--- src/hdl/mic_detect_params.svh ---
`ifndef MIC_DETECT_PARAMS_SVH
`define MIC_DETECT_PARAMS_SVH
`define ADDR_STATUS 4'h0
`define ADDR_MASK 4'h1
`define ADDR_CONTROL 4'h2
`define ADDR_STATE 4'h3
`define BIT_PRESENCE 0
`define BIT_HOOK 1
`define CTL_PRES_POL 0
`define CTL_HOOK_POL 1
`define CTL_PRES_DB 2
`define CTL_HOOK_DB 3
`define CTL_GPIO_SEL 4
`define HOOK_SAMPLES 10
`define DEBOUNCE_SAMPLES 4
`define UNMAPPED_DATA 32'hdeadbeef
`endif

--- src/hdl/mic_detect_pkg.sv ---
package mic_detect_pkg;
   typedef struct packed {
      logic pres_pol;
      logic hook_pol;
      logic pres_db;
      logic hook_db;
      logic gpio_sel;
   } ctl_s;
   typedef enum logic [2:0] {
      BUS_IDLE = 3'b001,
      BUS_ACK = 3'b010,
      BUS_HOLD = 3'b100
   } bus_state_e;
endpackage

--- src/hdl/mic_detect.sv ---
`timescale 1ns/100ps
`include "mic_detect_params.svh"
module mic_detect #(
   parameter int HOOK_RUN = `HOOK_SAMPLES,
   parameter int DB_RUN = `DEBOUNCE_SAMPLES
) (
   input wire logic sys_clk, // 40 MHz clock
   input wire logic rst, // async reset, active high
   input wire logic sample_valid, // bias current sample strobe
   input wire logic presence_above, // current above presence threshold
   input wire logic hook_above, // current above hook threshold
   input wire logic [3:0] avs_address, // word address
   input wire logic avs_read, // read request
   input wire logic avs_write, // write request
   input wire logic [31:0] avs_writedata, // write data
   output logic [31:0] avs_readdata, // read data
   output logic avs_waitrequest, // stall
   output logic irq, // level interrupt
   output logic detect_gpio // steady detection state
);
   initial begin
      if (HOOK_RUN < 1 || DB_RUN < 1) $error("mic_detect: bad run length");
   end
   mic_detect_pkg::ctl_s ctl, next_ctl;
   mic_detect_pkg::bus_state_e bst, next_bst;
   logic [1:0] status, next_status, mask, next_mask;
   logic [31:0] next_rdata;
   logic pres_state, hook_state, pres_prev, hook_prev;
   logic pres_evt, hook_evt;
   logic gpio_next;

   // presence path: debounce optional, one sample otherwise
   sample_filter #(.RUN(DB_RUN)) u_pres (
      .sys_clk(sys_clk), .rst(rst), .sample_valid(sample_valid),
      .sample_level(presence_above),
      .filt_en(ctl.pres_db),
      .steady(pres_state)
   );
   // hook path: always a run of HOOK_RUN samples; debounce asks for a
   // longer run of HOOK_RUN + DB_RUN. two filters run side by side, as
   // a chained stage would lose the sample that flips the first one.
   // limitation: switching debounce while the two disagree may give
   // a spurious event, so change it only while the hook is steady
   logic hook_run;
   logic hook_long;
   sample_filter #(.RUN(HOOK_RUN)) u_hook (
      .sys_clk(sys_clk), .rst(rst), .sample_valid(sample_valid),
      .sample_level(hook_above), .filt_en(1'b1),
      .steady(hook_run)
   );
   sample_filter #(.RUN(HOOK_RUN + DB_RUN)) u_hook_db (
      .sys_clk(sys_clk), .rst(rst), .sample_valid(sample_valid),
      .sample_level(hook_above), .filt_en(1'b1),
      .steady(hook_long)
   );
   assign hook_state = ctl.hook_db ? hook_long : hook_run;

   // event = filtered state changes to the opposite of the armed polarity: 0 waits for
   // insertion/press (high), 1 waits for removal/release (low)
   always_comb begin
      pres_evt = (pres_state != ctl.pres_pol) && (pres_state != pres_prev);
      hook_evt = (hook_state != ctl.hook_pol) && (hook_state != hook_prev);
   end

   always_comb begin
      next_ctl = ctl;
      next_mask = mask;
      next_status = status;
      next_bst = bst;
      next_rdata = avs_readdata;
      case (bst)
         mic_detect_pkg::BUS_IDLE: begin
            if (avs_write) begin
               next_bst = mic_detect_pkg::BUS_ACK;
            end else if (avs_read) begin
               if (avs_address == `ADDR_STATUS) begin
                  next_rdata = {30'h0, status};
               end else if (avs_address == `ADDR_MASK) begin
                  next_rdata = {30'h0, mask};
               end else if (avs_address == `ADDR_CONTROL) begin
                  next_rdata = {27'h0, ctl.gpio_sel, ctl.hook_db,
                                ctl.pres_db, ctl.hook_pol, ctl.pres_pol};
               end else if (avs_address == `ADDR_STATE) begin
                  next_rdata = {30'h0, hook_state, pres_state};
               end else begin
                  next_rdata = `UNMAPPED_DATA;
               end
               next_bst = mic_detect_pkg::BUS_ACK;
            end
         end
         // a write lands at the edge where waitrequest is seen low
         mic_detect_pkg::BUS_ACK: begin
            if (avs_write) begin
               if (avs_address == `ADDR_STATUS) begin
                  next_status = status & ~avs_writedata[1:0];
               end else if (avs_address == `ADDR_MASK) begin
                  next_mask = avs_writedata[1:0];
               end else if (avs_address == `ADDR_CONTROL) begin
                  next_ctl.pres_pol = avs_writedata[`CTL_PRES_POL];
                  next_ctl.hook_pol = avs_writedata[`CTL_HOOK_POL];
                  next_ctl.pres_db = avs_writedata[`CTL_PRES_DB];
                  next_ctl.hook_db = avs_writedata[`CTL_HOOK_DB];
                  next_ctl.gpio_sel = avs_writedata[`CTL_GPIO_SEL];
               end
            end
            next_bst = mic_detect_pkg::BUS_HOLD;
         end
         mic_detect_pkg::BUS_HOLD: next_bst = mic_detect_pkg::BUS_IDLE;
         default: next_bst = mic_detect_pkg::BUS_IDLE;
      endcase
      // set wins over a same-cycle clear
      if (pres_evt) next_status[`BIT_PRESENCE] = 1'b1;
      if (hook_evt) next_status[`BIT_HOOK] = 1'b1;
      gpio_next = ctl.gpio_sel ? hook_state : pres_state;
   end

   // answer one cycle after the request is seen; the hold state keeps
   // a released request from being taken twice
   assign avs_waitrequest = (bst != mic_detect_pkg::BUS_ACK);

   always_ff @(posedge sys_clk or posedge rst) begin
      if (rst) begin
         ctl <= '0;
         mask <= 2'h0;
         status <= 2'h0;
         bst <= mic_detect_pkg::BUS_IDLE;
         avs_readdata <= 32'h0;
         pres_prev <= 1'b0;
         hook_prev <= 1'b0;
         irq <= 1'b0;
         detect_gpio <= 1'b0;
      end else begin
         ctl <= next_ctl;
         mask <= next_mask;
         status <= next_status;
         bst <= next_bst;
         avs_readdata <= next_rdata;
         pres_prev <= pres_state;
         hook_prev <= hook_state;
         irq <= |(next_status & next_mask);
         detect_gpio <= gpio_next;
      end
   end

   a_flag_sticky: assert property (@(posedge sys_clk) disable iff (rst)
      status[`BIT_HOOK] && !(bst == mic_detect_pkg::BUS_ACK && avs_write
      && avs_address == `ADDR_STATUS) |=> status[`BIT_HOOK])
      else $error("hook flag dropped without clear");
   a_hook_event: assert property (@(posedge sys_clk) disable iff (rst)
      hook_evt |=> status[`BIT_HOOK])
      else $error("hook event not flagged");
   a_pres_event: assert property (@(posedge sys_clk) disable iff (rst)
      pres_evt |=> status[`BIT_PRESENCE])
      else $error("presence event not flagged");
   a_gpio_follows: assert property (@(posedge sys_clk) disable iff (rst)
      !ctl.gpio_sel && $stable(ctl) |=> detect_gpio == $past(pres_state))
      else $error("gpio not tracking presence");
   a_irq_level: assert property (@(posedge sys_clk) disable iff (rst)
      irq == |(status & mask))
      else $error("irq mismatch");
   a_wait_ack: assert property (@(posedge sys_clk) disable iff (rst)
      bst == mic_detect_pkg::BUS_IDLE && (avs_read || avs_write)
      |=> !avs_waitrequest ##1 avs_waitrequest)
      else $error("bus answer timing wrong");
   a_hook_rise: assert property (@(posedge sys_clk) disable iff (rst)
      $rose(hook_run) |-> $past(hook_above))
      else $error("hook rose without samples");
   a_hook_fall: assert property (@(posedge sys_clk) disable iff (rst)
      $fell(hook_run) |-> !$past(hook_above))
      else $error("hook fell without samples");
endmodule

--- src/hdl/sample_filter.sv ---
`timescale 1ns/100ps
`include "mic_detect_params.svh"
// counts consecutive samples that differ from the steady level; with filt_en set, a level change is accepted
// only once the count reaches the required run length
module sample_filter #(
   parameter int RUN = 10
) (
   input wire logic sys_clk, // clock
   input wire logic rst, // async reset
   input wire logic sample_valid, // new sample strobe
   input wire logic sample_level, // raw comparator level
   input wire logic filt_en, // 1: require RUN samples
   output logic steady // filtered level
);
   localparam int CW = $clog2(RUN + 1);
   initial begin
      if (RUN < 1) $error("sample_filter: RUN must be at least 1");
   end
   logic [CW-1:0] cnt;
   logic [CW-1:0] next_cnt;
   logic next_steady;
   always_comb begin
      next_cnt = cnt;
      next_steady = steady;
      if (sample_valid) begin
         if (sample_level == steady) begin
            next_cnt = '0;
         end else if (!filt_en || cnt == CW'(RUN - 1)) begin
            next_steady = sample_level;
            next_cnt = '0;
         end else begin
            next_cnt = cnt + CW'(1);
         end
      end
   end
   always_ff @(posedge sys_clk or posedge rst) begin
      if (rst) begin
         cnt <= '0;
         steady <= 1'b0;
      end else begin
         cnt <= next_cnt;
         steady <= next_steady;
      end
   end
endmodule

--- config.mk ---
export PLATFORM = sky130hd
export DESIGN_NAME = mic_detect
export DESIGN_NICKNAME = d
export VERILOG_FILES = /design/src/hdl/mic_detect_pkg.sv /design/src/hdl/mic_detect.sv /design/src/hdl/sample_filter.sv
export VERILOG_INCLUDE_DIRS = /design/src /design/src/hdl
export SDC_FILE = /design/constraint.sdc
export NUM_CORES = 1
export LEC_CHECK = 0
export BUFFER_PORTS_ARGS = -buffer_cell sky130_fd_sc_hd__buf_2
export CAP_MARGIN = 40
export CORE_MARGIN = 2
export CORE_UTILIZATION = 45
export CTS_CLUSTER_SIZE = 20
export DETAILED_ROUTE_END_ITERATION = 7
export HOLD_SLACK_MARGIN = 0.06
export PLACE_DENSITY = 0.75
export SLEW_MARGIN = 10
export SYNTH_ARGS = -nofsm -noshare
export SYNTH_HDL_FRONTEND = slang
export SYNTH_SLANG_ARGS = --single-unit
--- constraint.sdc ---
create_clock -name sys_clk -period 3.1 [get_ports sys_clk]
set_input_delay 0.775 -clock sys_clk [delete_from_list [all_inputs] [get_ports sys_clk]]
set_output_delay 0.775 -clock sys_clk [all_outputs]
set_load 0.02 [all_outputs]
[Word level (Yosys, flattened, before mapping)]
Cells that the tools add are included.
Word-level totals
  bits in registers: 62
  latch bits: 0
  bits in writable memories: 0
  bits in read-only memories: 0
  input port bits: 43
  output and inout bits: 35
  word-level logic and storage cells: 83
  memories: 0
Cells by class
  add/subtract/negate cells: 3
  multipliers: 0
  div/mod/pow operators: 0
  order comparisons: 0
  equality and inequality tests: 17
  shift operators: 0
  mux-type cells: 24
  bitwise gates (word level): 9
  reduce and logical (&&, ||, !) cells: 11
Operators by type and width (count)
  32-bit 2-to-1 mux: 4
  4-bit 2-to-1 mux: 4
  2-bit 2-to-1 mux: 7
  3-bit 2-to-1 mux: 4
  3-bit AND reduction: 4
  4-bit by 1-bit adder with 4-bit output, second input constant: 2
  4-bit by 2-bit equality test with 1-bit output, second input constant: 2
  4-bit equality test, second input constant: 2
  3-bit by 2-bit equality test with 1-bit output, second input constant: 2
  1-bit inverter: 6
  3-bit one-hot mux with 2 select lines: 1
  5-bit AND reduction: 1
  2-bit bitwise AND: 2
  4-bit by 1-bit equality test with 1-bit output, second input constant: 1
  4-bit zero test: 1
  1-bit 2-to-1 mux: 4
  1-bit != test: 4
  3-bit by 1-bit adder with 3-bit output, second input constant: 1
  1-bit equality test: 3
  3-bit by 1-bit equality test with 1-bit output, second input constant: 1
  3-bit by 2-bit != test with 1-bit output, second input constant: 1
  3-bit != test, second input constant: 1
  1-bit logical AND: 2
  2-bit inverter: 1
  3 further kinds: 3

[Logic depth before layout (Yosys ltp)]
Gate-level depths: netlist (run 1).
  word-level depth: 8
  gate-level depth with buffers: 6
  depth with buffers taken out: 6

[Cells and area by module]
Synthesis (run 1) repeated with hierarchy kept, for this count alone.
Unflattened totals
  cells, all modules: 180
  area, all modules: 1938.1 µm²
By module, submodules not included
  mic_detect: times used 1, cells an instance 104, area each 1152.4 µm², sequential area each 551.8 µm²
  sample_filter at u_hook_db: times used 1, cells an instance 29, area each 300.3 µm², sequential area each 125.1 µm²
  sample_filter at u_hook: times used 1, cells an instance 29, area each 285.3 µm², sequential area each 125.1 µm²
  sample_filter at u_pres: times used 1, cells an instance 18, area each 200.2 µm², sequential area each 100.1 µm²

[Worst setup path after synthesis (run 1)]
OpenSTA, ideal clock, no wires.
  path kind: input -> register
  start point: in avs_address[3]
  end point: reg ctl[0] (netlist bit)
  library setup time: 0.128 ns
  data arrival time: 1.698 ns
  required time: 2.972 ns
  path slack: 1.274 ns
  cell stages on the path: 5
  path buffers: 1
  cells stage by stage: or2_2 -> buf_2 -> nor2b_4 -> nand2_2 -> mux2_1
On the way
  longest elaborated chain between the ends: 3
  elaborated cells on any way between the ends: 6
  classes of those cells: eq/ne: 2; bitwise: 2; reduce/logical: 2
RTL lines
  start, declared: line mic_detect.sv:12  | input wire logic [3:0] avs_address,
  4-bit by 1-bit equality test with 1-bit output (no line) or 4-bit zero test (tied branches)
  1-bit inverter (no line)
  5-bit AND reduction (no line) *
  end signal, assigned: line mic_detect.sv:133  | ctl <= next_ctl;
  end, declared: line mic_detect.sv:24  | mic_detect_pkg::ctl_s ctl, next_ctl;
Mark *: on every way between the ends. The rest lies on a longest branch, timed or not.
A chain may end at the register's enable or synchronous reset.

[Worst setup path after layout (run 1)]
  start point: reg bst[0]
  end point: out avs_waitrequest
On the way
  longest elaborated chain between the ends: 1
RTL lines
  start, declared: line mic_detect.sv:25  | mic_detect_pkg::bus_state_e bst, next_bst;
  start signal, assigned: line mic_detect.sv:126  | bst <= mic_detect_pkg::BUS_IDLE;
  start signal, assigned: line mic_detect.sv:136  | bst <= next_bst;
  3-bit by 2-bit != test with 1-bit output: line mic_detect.sv:119  | assign avs_waitrequest = (bst != mic_detect_pkg::BUS_ACK);
  end, declared: line mic_detect.sv:17  | output logic avs_waitrequest,
No other way between the ends.

==> results of run 1 <==
-- synthesized netlist by cell type, types with 3 or more instances --
cell,number
dfrtp_1,35
inv_1,9
nor2_1,6
buf_4,26
nand3_1,6
nand2_1,8
xor2_1,3
clkbuf_1,3
mux2_1,3
o22ai_1,5
a21oi_1,3
nor3b_1,3
o21ai_0,9
mux2_2,8
ha_1,6
-- worst max-delay path: stages (launching register included) --
cell and delay, ps:
dfstp_2 530, nor2_1 40, and2_1 180, inv_1 50
buf_2 150
-- kinds of logic (layout without fill, tap and decap cells) --
| family | after synthesis | count (layout) | synth area share (%) |
|---|---|---|---|
| buf+inv | 40 | 62 | 13.0 |
| mux | 17 | 17 | 11.8 |
| simple gates | 42 | 42 | 13.7 |
| flops | 36 | 36 | 47.2 |
| compound gates | 25 | 25 | 8.26 |
| fa+ha+maj | 6 | 6 | 3.93 |
| xor+xnor | 4 | 4 | 1.84 |
| other cells | 1 | 7 | 0.196 |
-- final cells by class --
cell class                      instances  area [um^2]  area share [%]
Multi-Input combinational cell        101          781            37.3
Sequential cell                        36          902            43.0
Clock buffer                            8         90.1            4.30
Timing Repair Buffer                   44          223            10.6
Tap cell                               50         62.6            2.99
Inverter                               10         37.5            1.79
-- power by group --
| part | leakage, nW | switching (mW) | internal [mW] |
|---|---|---|---|
| registers | 0.466 | 0.0836 | 0.578 |
| clock network | 0.0455 | 0.151 | 0.181 |
| logic | 0.520 | 0.339 | 0.204 |
| total | 1.03 | 0.574 | 0.963 |
-- worst paths after layout --
check	startpoint	endpoint	slack (ps)
setup / recovery	bst[0]$_DFFE_PP1P_	avs_waitrequest	1090
hold / removal	avs_readdata[4]$_DFFE_PP0P_	avs_readdata[4]$_DFFE_PP0P_	480
setup reg to reg	bst[0]$_DFFE_PP1P_	avs_readdata[30]$_DFFE_PP0P_	1470
hold reg to reg	avs_readdata[4]$_DFFE_PP0P_	avs_readdata[4]$_DFFE_PP0P_	480
max in group asynchronous	rst	bst[0]$_DFFE_PP1P_	2180
min in group asynchronous	rst	u_pres.cnt[0]$_DFFE_PP0P_	580
-- routing by layer --
metal / routed length (um) / vias up
met2: 1430 / 45
met1: 1380 / 565
met5: 0 / -
met4: 25 / 0
li1: - / 611
met3: 197 / 2
-- through the flow --
stage,hold WS [ps],area [um^2],instances,util [%],setup WS [ps]
after detailed placement,470,2010,241,49.8,1060
after global routing,500,2100,249,52.0,1030
after global placement,460,2010,241,49.8,1050
after CTS,486,2100,249,52.0,1080
after floorplan,450,1930,177,-,1270
final,477,2100,249,52.0,1090
-- registers in the layout, summed over array words and instances (netlist names) --
name,count
avs_readdata,6
ctl,5
u_hook.cnt,4
u_hook_db.cnt,4
bst,3
u_pres.cnt,3
mask,2
status,2
detect_gpio,1
hook_prev,1
irq,1
pres_prev,1
u_hook.steady,1
u_hook_db.steady,1
u_pres.steady,1
==> impl_results.md, run 1 <==
- Avg WL per Cell: 12.2 um
- Post-layout min period: 2010 ps
- Final Hold Vio Count: 0
- Worst skew pair latency: 280 ps
- Fillers: 364
- Post-synth EDFFs: 0
- Rows: 23
- Worst setup SP type: flop
- Setup Skew: 7.96 ps
- Max-slew violations: 0
- GR Overflow Total: 0
- Met2 Use GR: 23.0%
- Die X: 69.1 um
- Post-synth top area share: 45.9%
- Synth area leaders: dfrtp_1 (46%), buf_4 (10%), mux2_2 (4.7%)
- #FFs+latches synth: 36
- Synthesis-to-layout area growth: 9.76%
- Root buffer cell: clkbuf_8
- Final WL: 3040 um
- Most Used Layer, Global Route: met2
- CORE AREA: 4030 um^2
- Global-route wire length before repair: 5390 um
- Post-CTS sizing: 0
- Global placement routability congestion: 0.743
- H-tree Lvls: 2
- Cell depth of the worst flop-to-flop path: 3
- Synth Flop Type: dfrtp_1
- Async set-reset flop share out of synthesis: 100%
- Leakage Power: 1.03 nW
- Period utilisation layout: 64.9%
- DR DRC count: 0
- Req. time, crit path: 2320 ps
- Largest net degree at the start of global routing: 37
- Met1 usage: 17.7%
- Hold Path Depth: 2
- Post-Syn Area: 1910 um^2
- CP Capture Type: primary output
- Ys Warns: 0
- # hold bufs at CTS: 0
- Sequential share of the synthesized area: 47.2%
- Post-Syn Area per Cell: 11.2 um^2
- DR pass1 iterations: 4
- Clock slew seen by the registers of the worst setup and hold paths: 70 ps
- Layout cell share with drive strength beyond 1: 34.7%
- Number of diodes: 0
- Commonest non-fill, non-tap cell in the layout: buf_2
- Cell taking the most area after synthesis: dfrtp_1
- CTS buffer count: 5
- Maximum buffer depth of the clock tree: 2
- Number of global-route vias before repair: 1189
- Hpwl dp: 2250 um
- Worst setup path class: flop to primary output
- Power Dens Cells: 733 nW/um^2
- DRT antenna net count: 0
- Fmax: 0.497 GHz
- Fin Setup TNS: 0 ps
- TritonCTS clock tree: built
- Critical path arrival: 1240 ps
- Status: completed
- Number of I/O port buffers: 43
- Total Power: 1.54 mW
- Via/cell ratio: 4.91
- Crit path max fanout: 3
- Nets: 247
- Vias: 1223
- Die area: 4780 um^2
- RSZ-0062 raised after global routing: no
- Initial drt markers: 52
- Initial Utilization: 47.4%
- GRT Util Overall: 13.8%
- Hold Crit Class: flop to flop
- Synth Instances: 171
- Die height: 69.1 um
- Peak VDD IR: 0.223 mV
- Global routing usage on met3: 3.80%
- Initial antenna violation count: 0
- Final Setup Violations: 0
- Boundary Pins: 78
- Max cap viols: 0
- Most frequent cells in the layout: buf_2 (43), dfrtp_1 (35), o21ai_0 (9), inv_1 (9)
- Post-CTS Setup Bufs: 0
- Netlist cell types: 47
- Clock net sink count: 36
Note: power is estimated with default switching activity, not from simulation.
==> inputs of run 2 (changes only) <==
--- a/config.mk
+++ b/config.mk
@@ -9,7 +9,7 @@
 export BUFFER_PORTS_ARGS = -buffer_cell sky130_fd_sc_hd__buf_2
 export CAP_MARGIN = 40
 export CORE_MARGIN = 2
-export CORE_UTILIZATION = 45
+export CORE_UTILIZATION = 43
 export CTS_CLUSTER_SIZE = 20
 export DETAILED_ROUTE_END_ITERATION = 7
 export HOLD_SLACK_MARGIN = 0.06
==> constraint.sdc (replaced) <==
create_clock -name sys_clk -period 1.63 [get_ports sys_clk]
set_input_delay 0.4075 -clock sys_clk [delete_from_list [all_inputs] [get_ports sys_clk]]
set_output_delay 0.4075 -clock sys_clk [all_outputs]
set_load 0.02 [all_outputs]
==> run 2 against run 1 <==
Effect of this change: total power is 97% higher; flip-flop and latch count unchanged; clock-buffer cell count shrank 1; clock power increased by 100%; final area up 4.3%; sequential power up 92%; utilization fell by 1.5 points; via count is 2.5% higher; register-to-register slack got worse by 1400 ps; critical endpoint unchanged; largest power group unchanged.
==> impl_results.md, run 2 (synthesis gave the netlist of run 1 again) <==
- Status: completed
- Final Setup Violations: 0 (unchanged)
- Initial Utilization: 44.2% (-3.2 points)
- # hold bufs at CTS: 0 (unchanged)
- Fmax: 0.635 GHz
- DR pass1 iterations: 4 (unchanged)
- Die height: 70.6 um (+2.2%)
- Req. time, crit path: 1220 ps (-1100 ps)
- Die area: 4990 um^2 (+4.4%)
- Setup Skew: 7.05 ps (-0.916 ps)
- DR DRC count: 0 (unchanged)
- Total Power: 3.02 mW (+97%)
- Part of the power in registers: 42.0% (-1.0 points)
- Internal: 1.87 mW (+95%)
- Worst setup path class: flop to primary output
- CORE AREA: 4320 um^2 (+7.3%)
- Final core occ: 50.5% (-1.5 points)
- Largest register FFs: 6 (unchanged)
- Initial antenna violation count: 0 (unchanged)
- Setup WS post-layout: 55.5 ps (-1030 ps)
- Finished Layout Cells: 258 (+3.6%)
- Vias: 1253 (+2.5%)
- Global placement routability congestion: 0.752 (+1.1%)
- Pre-CTS setup slack: -30.9 ps (-1090 ps)
- CTS buffer count: 5 (unchanged)
- Clock net sink count: 36 (unchanged)
- Number of diodes: 0 (unchanged)
- Sw Ratio: 38.0% (+0.62 points)
- Global-route wire length before repair: 5380 um (-0.24%)
- Combinational share of power: 35.8% (+0.5 points)
- Most frequent cells in the layout: buf_2 (42), dfrtp_1 (34), o21ai_0 (9)
- Worst skew pair latency: 290 ps (about the same)
- Hold Crit Class: primary input to async pin
- Sequential Area: 903 um^2 (+0.14%)
- Largest net degree at the start of global routing: 37 (unchanged)
- Worst setup SP type: flop
- Via/cell ratio: 4.86 (-1.1%)
- Final WL: 3180 um (+4.7%)
- Maximum buffer depth of the clock tree: 2 (unchanged)
- TritonCTS clock tree: built
- Boundary Pins: 78 (unchanged)
- CP Capture Type: primary output
- Final Hold Vio Count: 0 (unchanged)
- Rows: 24 (+4.3%)
- Multi-input gate area: 792 um^2 (+1.4%)
- Post-layout min period: 1570 ps
- GR Overflow Total: 0 (unchanged)
- Max-slew violations: 0 (unchanged)
- Die X: 70.6 um (+2.2%)
- Biggest register: avs_readdata
- Cell depth of the worst flop-to-flop path: 4 (+1)
- Max cap viols: 0 (unchanged)
- DRT antenna net count: 0 (unchanged)
- Post-Place Cells: 250 (+3.7%)
- Clock slew seen by the registers of the worst setup and hold paths: 70 ps (about the same)
- Fillers: 387 (+6.3%)
- Psw: 1.15 mW (+100%)
- Critical path arrival: 1170 ps (-70 ps)
- Post-CTS Setup Bufs: 0 (unchanged)
- Number of I/O port buffers: 43 (unchanged)
- Nets: 254 (+2.8%)
- Number of global-route vias before repair: 1178 (-0.93%)
- Initial drt markers: 62 (+19%)
- H-tree Lvls: 2 (unchanged)
- Top flop regs: avs_readdata: 6 flops, ctl: 5 flops
- Crit path max fanout: 3 (unchanged)
- Power Dens Cells: 1380 nW/um^2 (+88%)
- Root buffer cell: clkbuf_8
- Layout cell share with drive strength beyond 1: 38.8% (+4.2 points)
- Clock power frac: 22.2% (+0.6 points)
- GRT Util Overall: 13.7% (-0.15 points)
- Synthesis-to-layout area growth: 14.5%
- Commonest non-fill, non-tap cell in the layout: buf_2
- Period utilisation layout: 96.6%
- Avg WL per Cell: 12.3 um (+1.1%)
- Hpwl dp: 2370 um (+5.3%)
- Peak VDD IR: 0.547 mV (+150%)
- Leakage Power: 1.07 nW (+4.1%)
==> run 2: repair_timing <==
item / CTS / global route
endpoints found under the setup margin: 1 / 22
gates resized for setup: 3 / 3
pin swaps: 0 / 1
==> run 2: power by group through the flow <==
stage | clock network, mW | logic, mW | registers [mW]
floorplan | 0 | 0.871 | 1.35
global placement | 0 | 1.05 | 1.26
detailed placement | 0 | 1.07 | 1.28
CTS | 0.683 | 1.09 | 1.26
global route | 0.713 | 1.17 | 1.30
finish | 0.671 | 1.08 | 1.27
==> run 2: worst max-delay path, stage by stage (launching register included) <==
cell     delay (ps)
dfstp_2         540
nor2_1           50
and2_4          140
inv_2            50
buf_6           100
==> run 2: final timing paths <==
check                                       startpoint                     endpoint  slack, ps
setup / recovery                    bst[0]$_DFFE_PP1P_              avs_waitrequest         60
hold / removal                                     rst    u_pres.cnt[2]$_DFFE_PP0P_        200
setup reg to reg                    bst[0]$_DFFE_PP1P_                irq$_DFF_PP0_         70
hold reg to reg            avs_readdata[3]$_DFFE_PP0P_  avs_readdata[3]$_DFFE_PP0P_        480
max in group asynchronous                          rst           bst[0]$_DFFE_PP1P_       1090
min in group sys_clk                  avs_writedata[2]           ctl[2]$_DFFE_PP0P_        330
==> run 2: final cells by class <==
type / count / share of cell area, %
inverter: 10 / 1.72
timing repair buffer: 51 / 13.5
clock buffer: 7 / 3.95
clock inverter: 1 / 0.343
tap: 52 / 2.98
multi-input combinational: 101 / 36.2
sequential: 36 / 41.3
==> run 2: per-layer routing <==
metal / vias to the layer above / GRT usage (%) / share of wire, %
li1: 628 / - / -
met1: 589 / 17.9 / 45
met2: 31 / 21.5 / 49
met3: 5 / 2.14 / 3.5
met4: 0 / 8.18 / 2.4
met5: - / 0 / 0
==> run 2: per-stage QoR <==
stage	instance area, um^2	hold WS (ps)	TNS [ps]
finish	2190	202	0
global route	2190	253	-11.9
CTS	2180	215	0
detailed placement	2070	466	-30.9
global placement	2070	456	-30.2
floorplan	1930	450	0
==> inputs of run 3 (changes only) <==
==> constraint.sdc (replaced) <==
create_clock -name sys_clk -period 1.63 [get_ports sys_clk]
set_input_delay 0.0815 -clock sys_clk [delete_from_list [all_inputs] [get_ports sys_clk]]
set_output_delay 0.0815 -clock sys_clk [all_outputs]
set_load 0.02 [all_outputs]
==> run 3 against run 2 <==
Effect of this change: via count is 0.72% higher; sequential share of layout area is 0.43 points lower; global-route usage is 0.40 points higher; clock skew is 2.2 ps lower; combinational power hardly changed.
==> impl_results.md, run 3 (synthesis gave the netlist of run 1 again) <==
- Peak VDD IR: 0.541 mV (-1.2%)
- Worst Path Buf+Inv: 0 (-2)
- Synthesis-to-layout area growth: 15.5%
- Commonest non-fill, non-tap cell in the layout: buf_2
- Final core occ: 51.0% (+0.46 points)
- Post-route cell area: 2210 um^2 (+0.92%)
- Clock net sink count: 36 (unchanged)
- Reg2reg end: irq$_DFF_PP0_
- Top flop regs: avs_readdata: 6 flops, ctl: 5 flops
- Max-slew violations: 0 (unchanged)
- Maximum buffer depth of the clock tree: 2 (unchanged)
- Clock slew seen by the registers of the worst setup and hold paths: 70 ps (about the same)
- TritonCTS clock tree: built
- Nets: 257 (+1.2%)
- DRT antenna net count: 0 (unchanged)
- Largest net degree at the start of global routing: 37 (unchanged)
- Pre-CTS setup slack: 90.1 ps (+121 ps)
- Worst path depth: 4 (unchanged)
- H-tree Lvls: 2 (unchanged)
- Critical Path End: irq$_DFF_PP0_
- Final WL: 3290 um (+3.4%)
- Biggest register: avs_readdata
- Setup WS post-layout: 105 ps (+49.5 ps)
- DR pass1 iterations: 4 (unchanged)
- Initial antenna violation count: 0 (unchanged)
- GRT Util Overall: 14.1% (+0.40 points)
- GR Overflow Total: 0 (unchanged)
- Via/cell ratio: 4.84 (-0.44%)
- Fmax: 0.656 GHz (+3.2%)
- Avg WL per Cell: 12.6 um (+2.2%)
- Die area: 4990 um^2 (unchanged)
- Worst setup SP type: flop
- Worst setup path class: flop to flop
- Rows: 24 (unchanged)
- Leakage Power: 1.08 nW (+0.77%)
- Final Setup Violations: 0 (unchanged)
- Crit path max fanout: 4 (+1)
- Cell family with most CP delay: compound AO/OA/AOI/OAI gates
- Post-layout min period: 1530 ps (-49.5 ps)
- Largest register FFs: 6 (unchanged)
- Number of global-route vias before repair: 1200 (+1.9%)
- Most frequent cells in the layout: buf_2 (43), dfrtp_1 (35), o21ai_0 (9), inv_1 (9)
- Die height: 70.6 um (unchanged)
- Boundary Pins: 78 (unchanged)
- Fin Setup TNS: 0 ps (unchanged)
- Vias: 1262 (+0.72%)
- Period utilisation layout: 93.6% (-3.0 points)
- CP Capture Type: flop
- Critical-path top delay cell: dfrtp_1
- Initial drt markers: 56 (-9.7%)
- Initial Utilization: 44.2% (unchanged)
- Worst skew pair latency: 300 ps (about the same)
- Layout cell share with drive strength beyond 1: 35.4% (-3.4 points)
- Req. time, crit path: 1810 ps (+590 ps)
- Post-Place Cells: 245 (-2.0%)
- Placed cell area: 2020 um^2 (-2.4%)
- CORE AREA: 4320 um^2 (unchanged)
- Critical path arrival: 1710 ps (+540 ps)
- CP Cell Sequence: and4bb_4, nand3_1, a221o_1, a22o_1
- R2R Setup Slk: 100 ps (+30 ps)
- Hold Crit Class: primary input to flop
- Crit-path max cell delay: 390 ps (-150 ps)
- Die X: 70.6 um (unchanged)
- DR DRC count: 0 (unchanged)
- Number of diodes: 0 (unchanged)
- Global-route wire length before repair: 5450 um (+1.4%)
- Power Dens Cells: 1360 nW/um^2 (-1.7%)
- Cell depth of the worst flop-to-flop path: 4 (unchanged)
- RSZ-0062 raised after global routing: no
- Setup Skew: 4.80 ps (-2.25 ps)
- Hpwl dp: 2310 um (-2.4%)
- Critical Path Start: bst[2]$_DFFE_PP0P_
- FF-to-FF Start: bst[2]$_DFFE_PP0P_
- Max cap viols: 0 (unchanged)
- Final Hold Vio Count: 0 (unchanged)
- Status: completed
- Global placement routability congestion: 0.765 (+1.8%)
- Root buffer cell: clkbuf_8
- CTS buffer count: 5 (unchanged)
- Finished Layout Cells: 261 (+1.2%)
- Number of I/O port buffers: 43 (unchanged)
## run 3: how the worst min path moves through the flow
stage,from,endpoint,slack [ps],depth (start not counted)
floorplan,avs_writedata[4],ctl[0]$_DFFE_PP0P_,210,1
global placement,rst,u_pres.cnt[2]$_DFFE_PP0P_,210,3
detailed placement,rst,avs_readdata[2]$_DFFE_PP0P_,200,3
CTS,avs_writedata[1],ctl[3]$_DFFE_PP0P_,60,2
global route,avs_writedata[1],mask[1]$_DFF_PP0_,70,2
finish,avs_writedata[1],ctl[3]$_DFFE_PP0P_,70,2
## run 3: layout make-up
cell class	count	area, um^2
clock buffer	6	82.6
clock inverter	2	10.0
fill	393	2120
inverter	10	37.5
multi-input combinational	101	793
sequential	36	902
tap	52	65.1
timing repair buffer	54	315
## run 3: where the power goes
group / internal (mW) / switching, mW / leakage, nW / total, mW
sequential: 1.10 / 0.164 / 0.466 / 1.26
combinational: 0.422 / 0.653 / 0.566 / 1.08
clock: 0.337 / 0.321 / 0.0510 / 0.658
## run 3: through the flow
stage          hold WS [ps]  power (mW)
2_1_floorplan           213        2.22
3_3_place_gp            208        2.30
3_5_place_dp            203        2.33
4_1_cts                63.9        3.01
5_1_grt                67.7        3.18
6_report               72.3        3.00
## run 3: what timing repair did
action | in CTS | in global routing
hold buffers | 7 | 0
buffers inserted | 0 | 1
endpoints found under the hold margin | 42 | 0
endpoints found under the setup margin | 0 | 2
gates resized for setup | 0 | 2
## run 3: routing by layer
layer	share of wire [%]	vias up	GRT usage, %	routed length, um
li1	-	630	-	-
met1	46	599	17.1	1500
met2	49	27	22.5	1600
met3	3.6	6	4.27	118
met4	2.3	0	7.55	76
met5	0	-	0	0
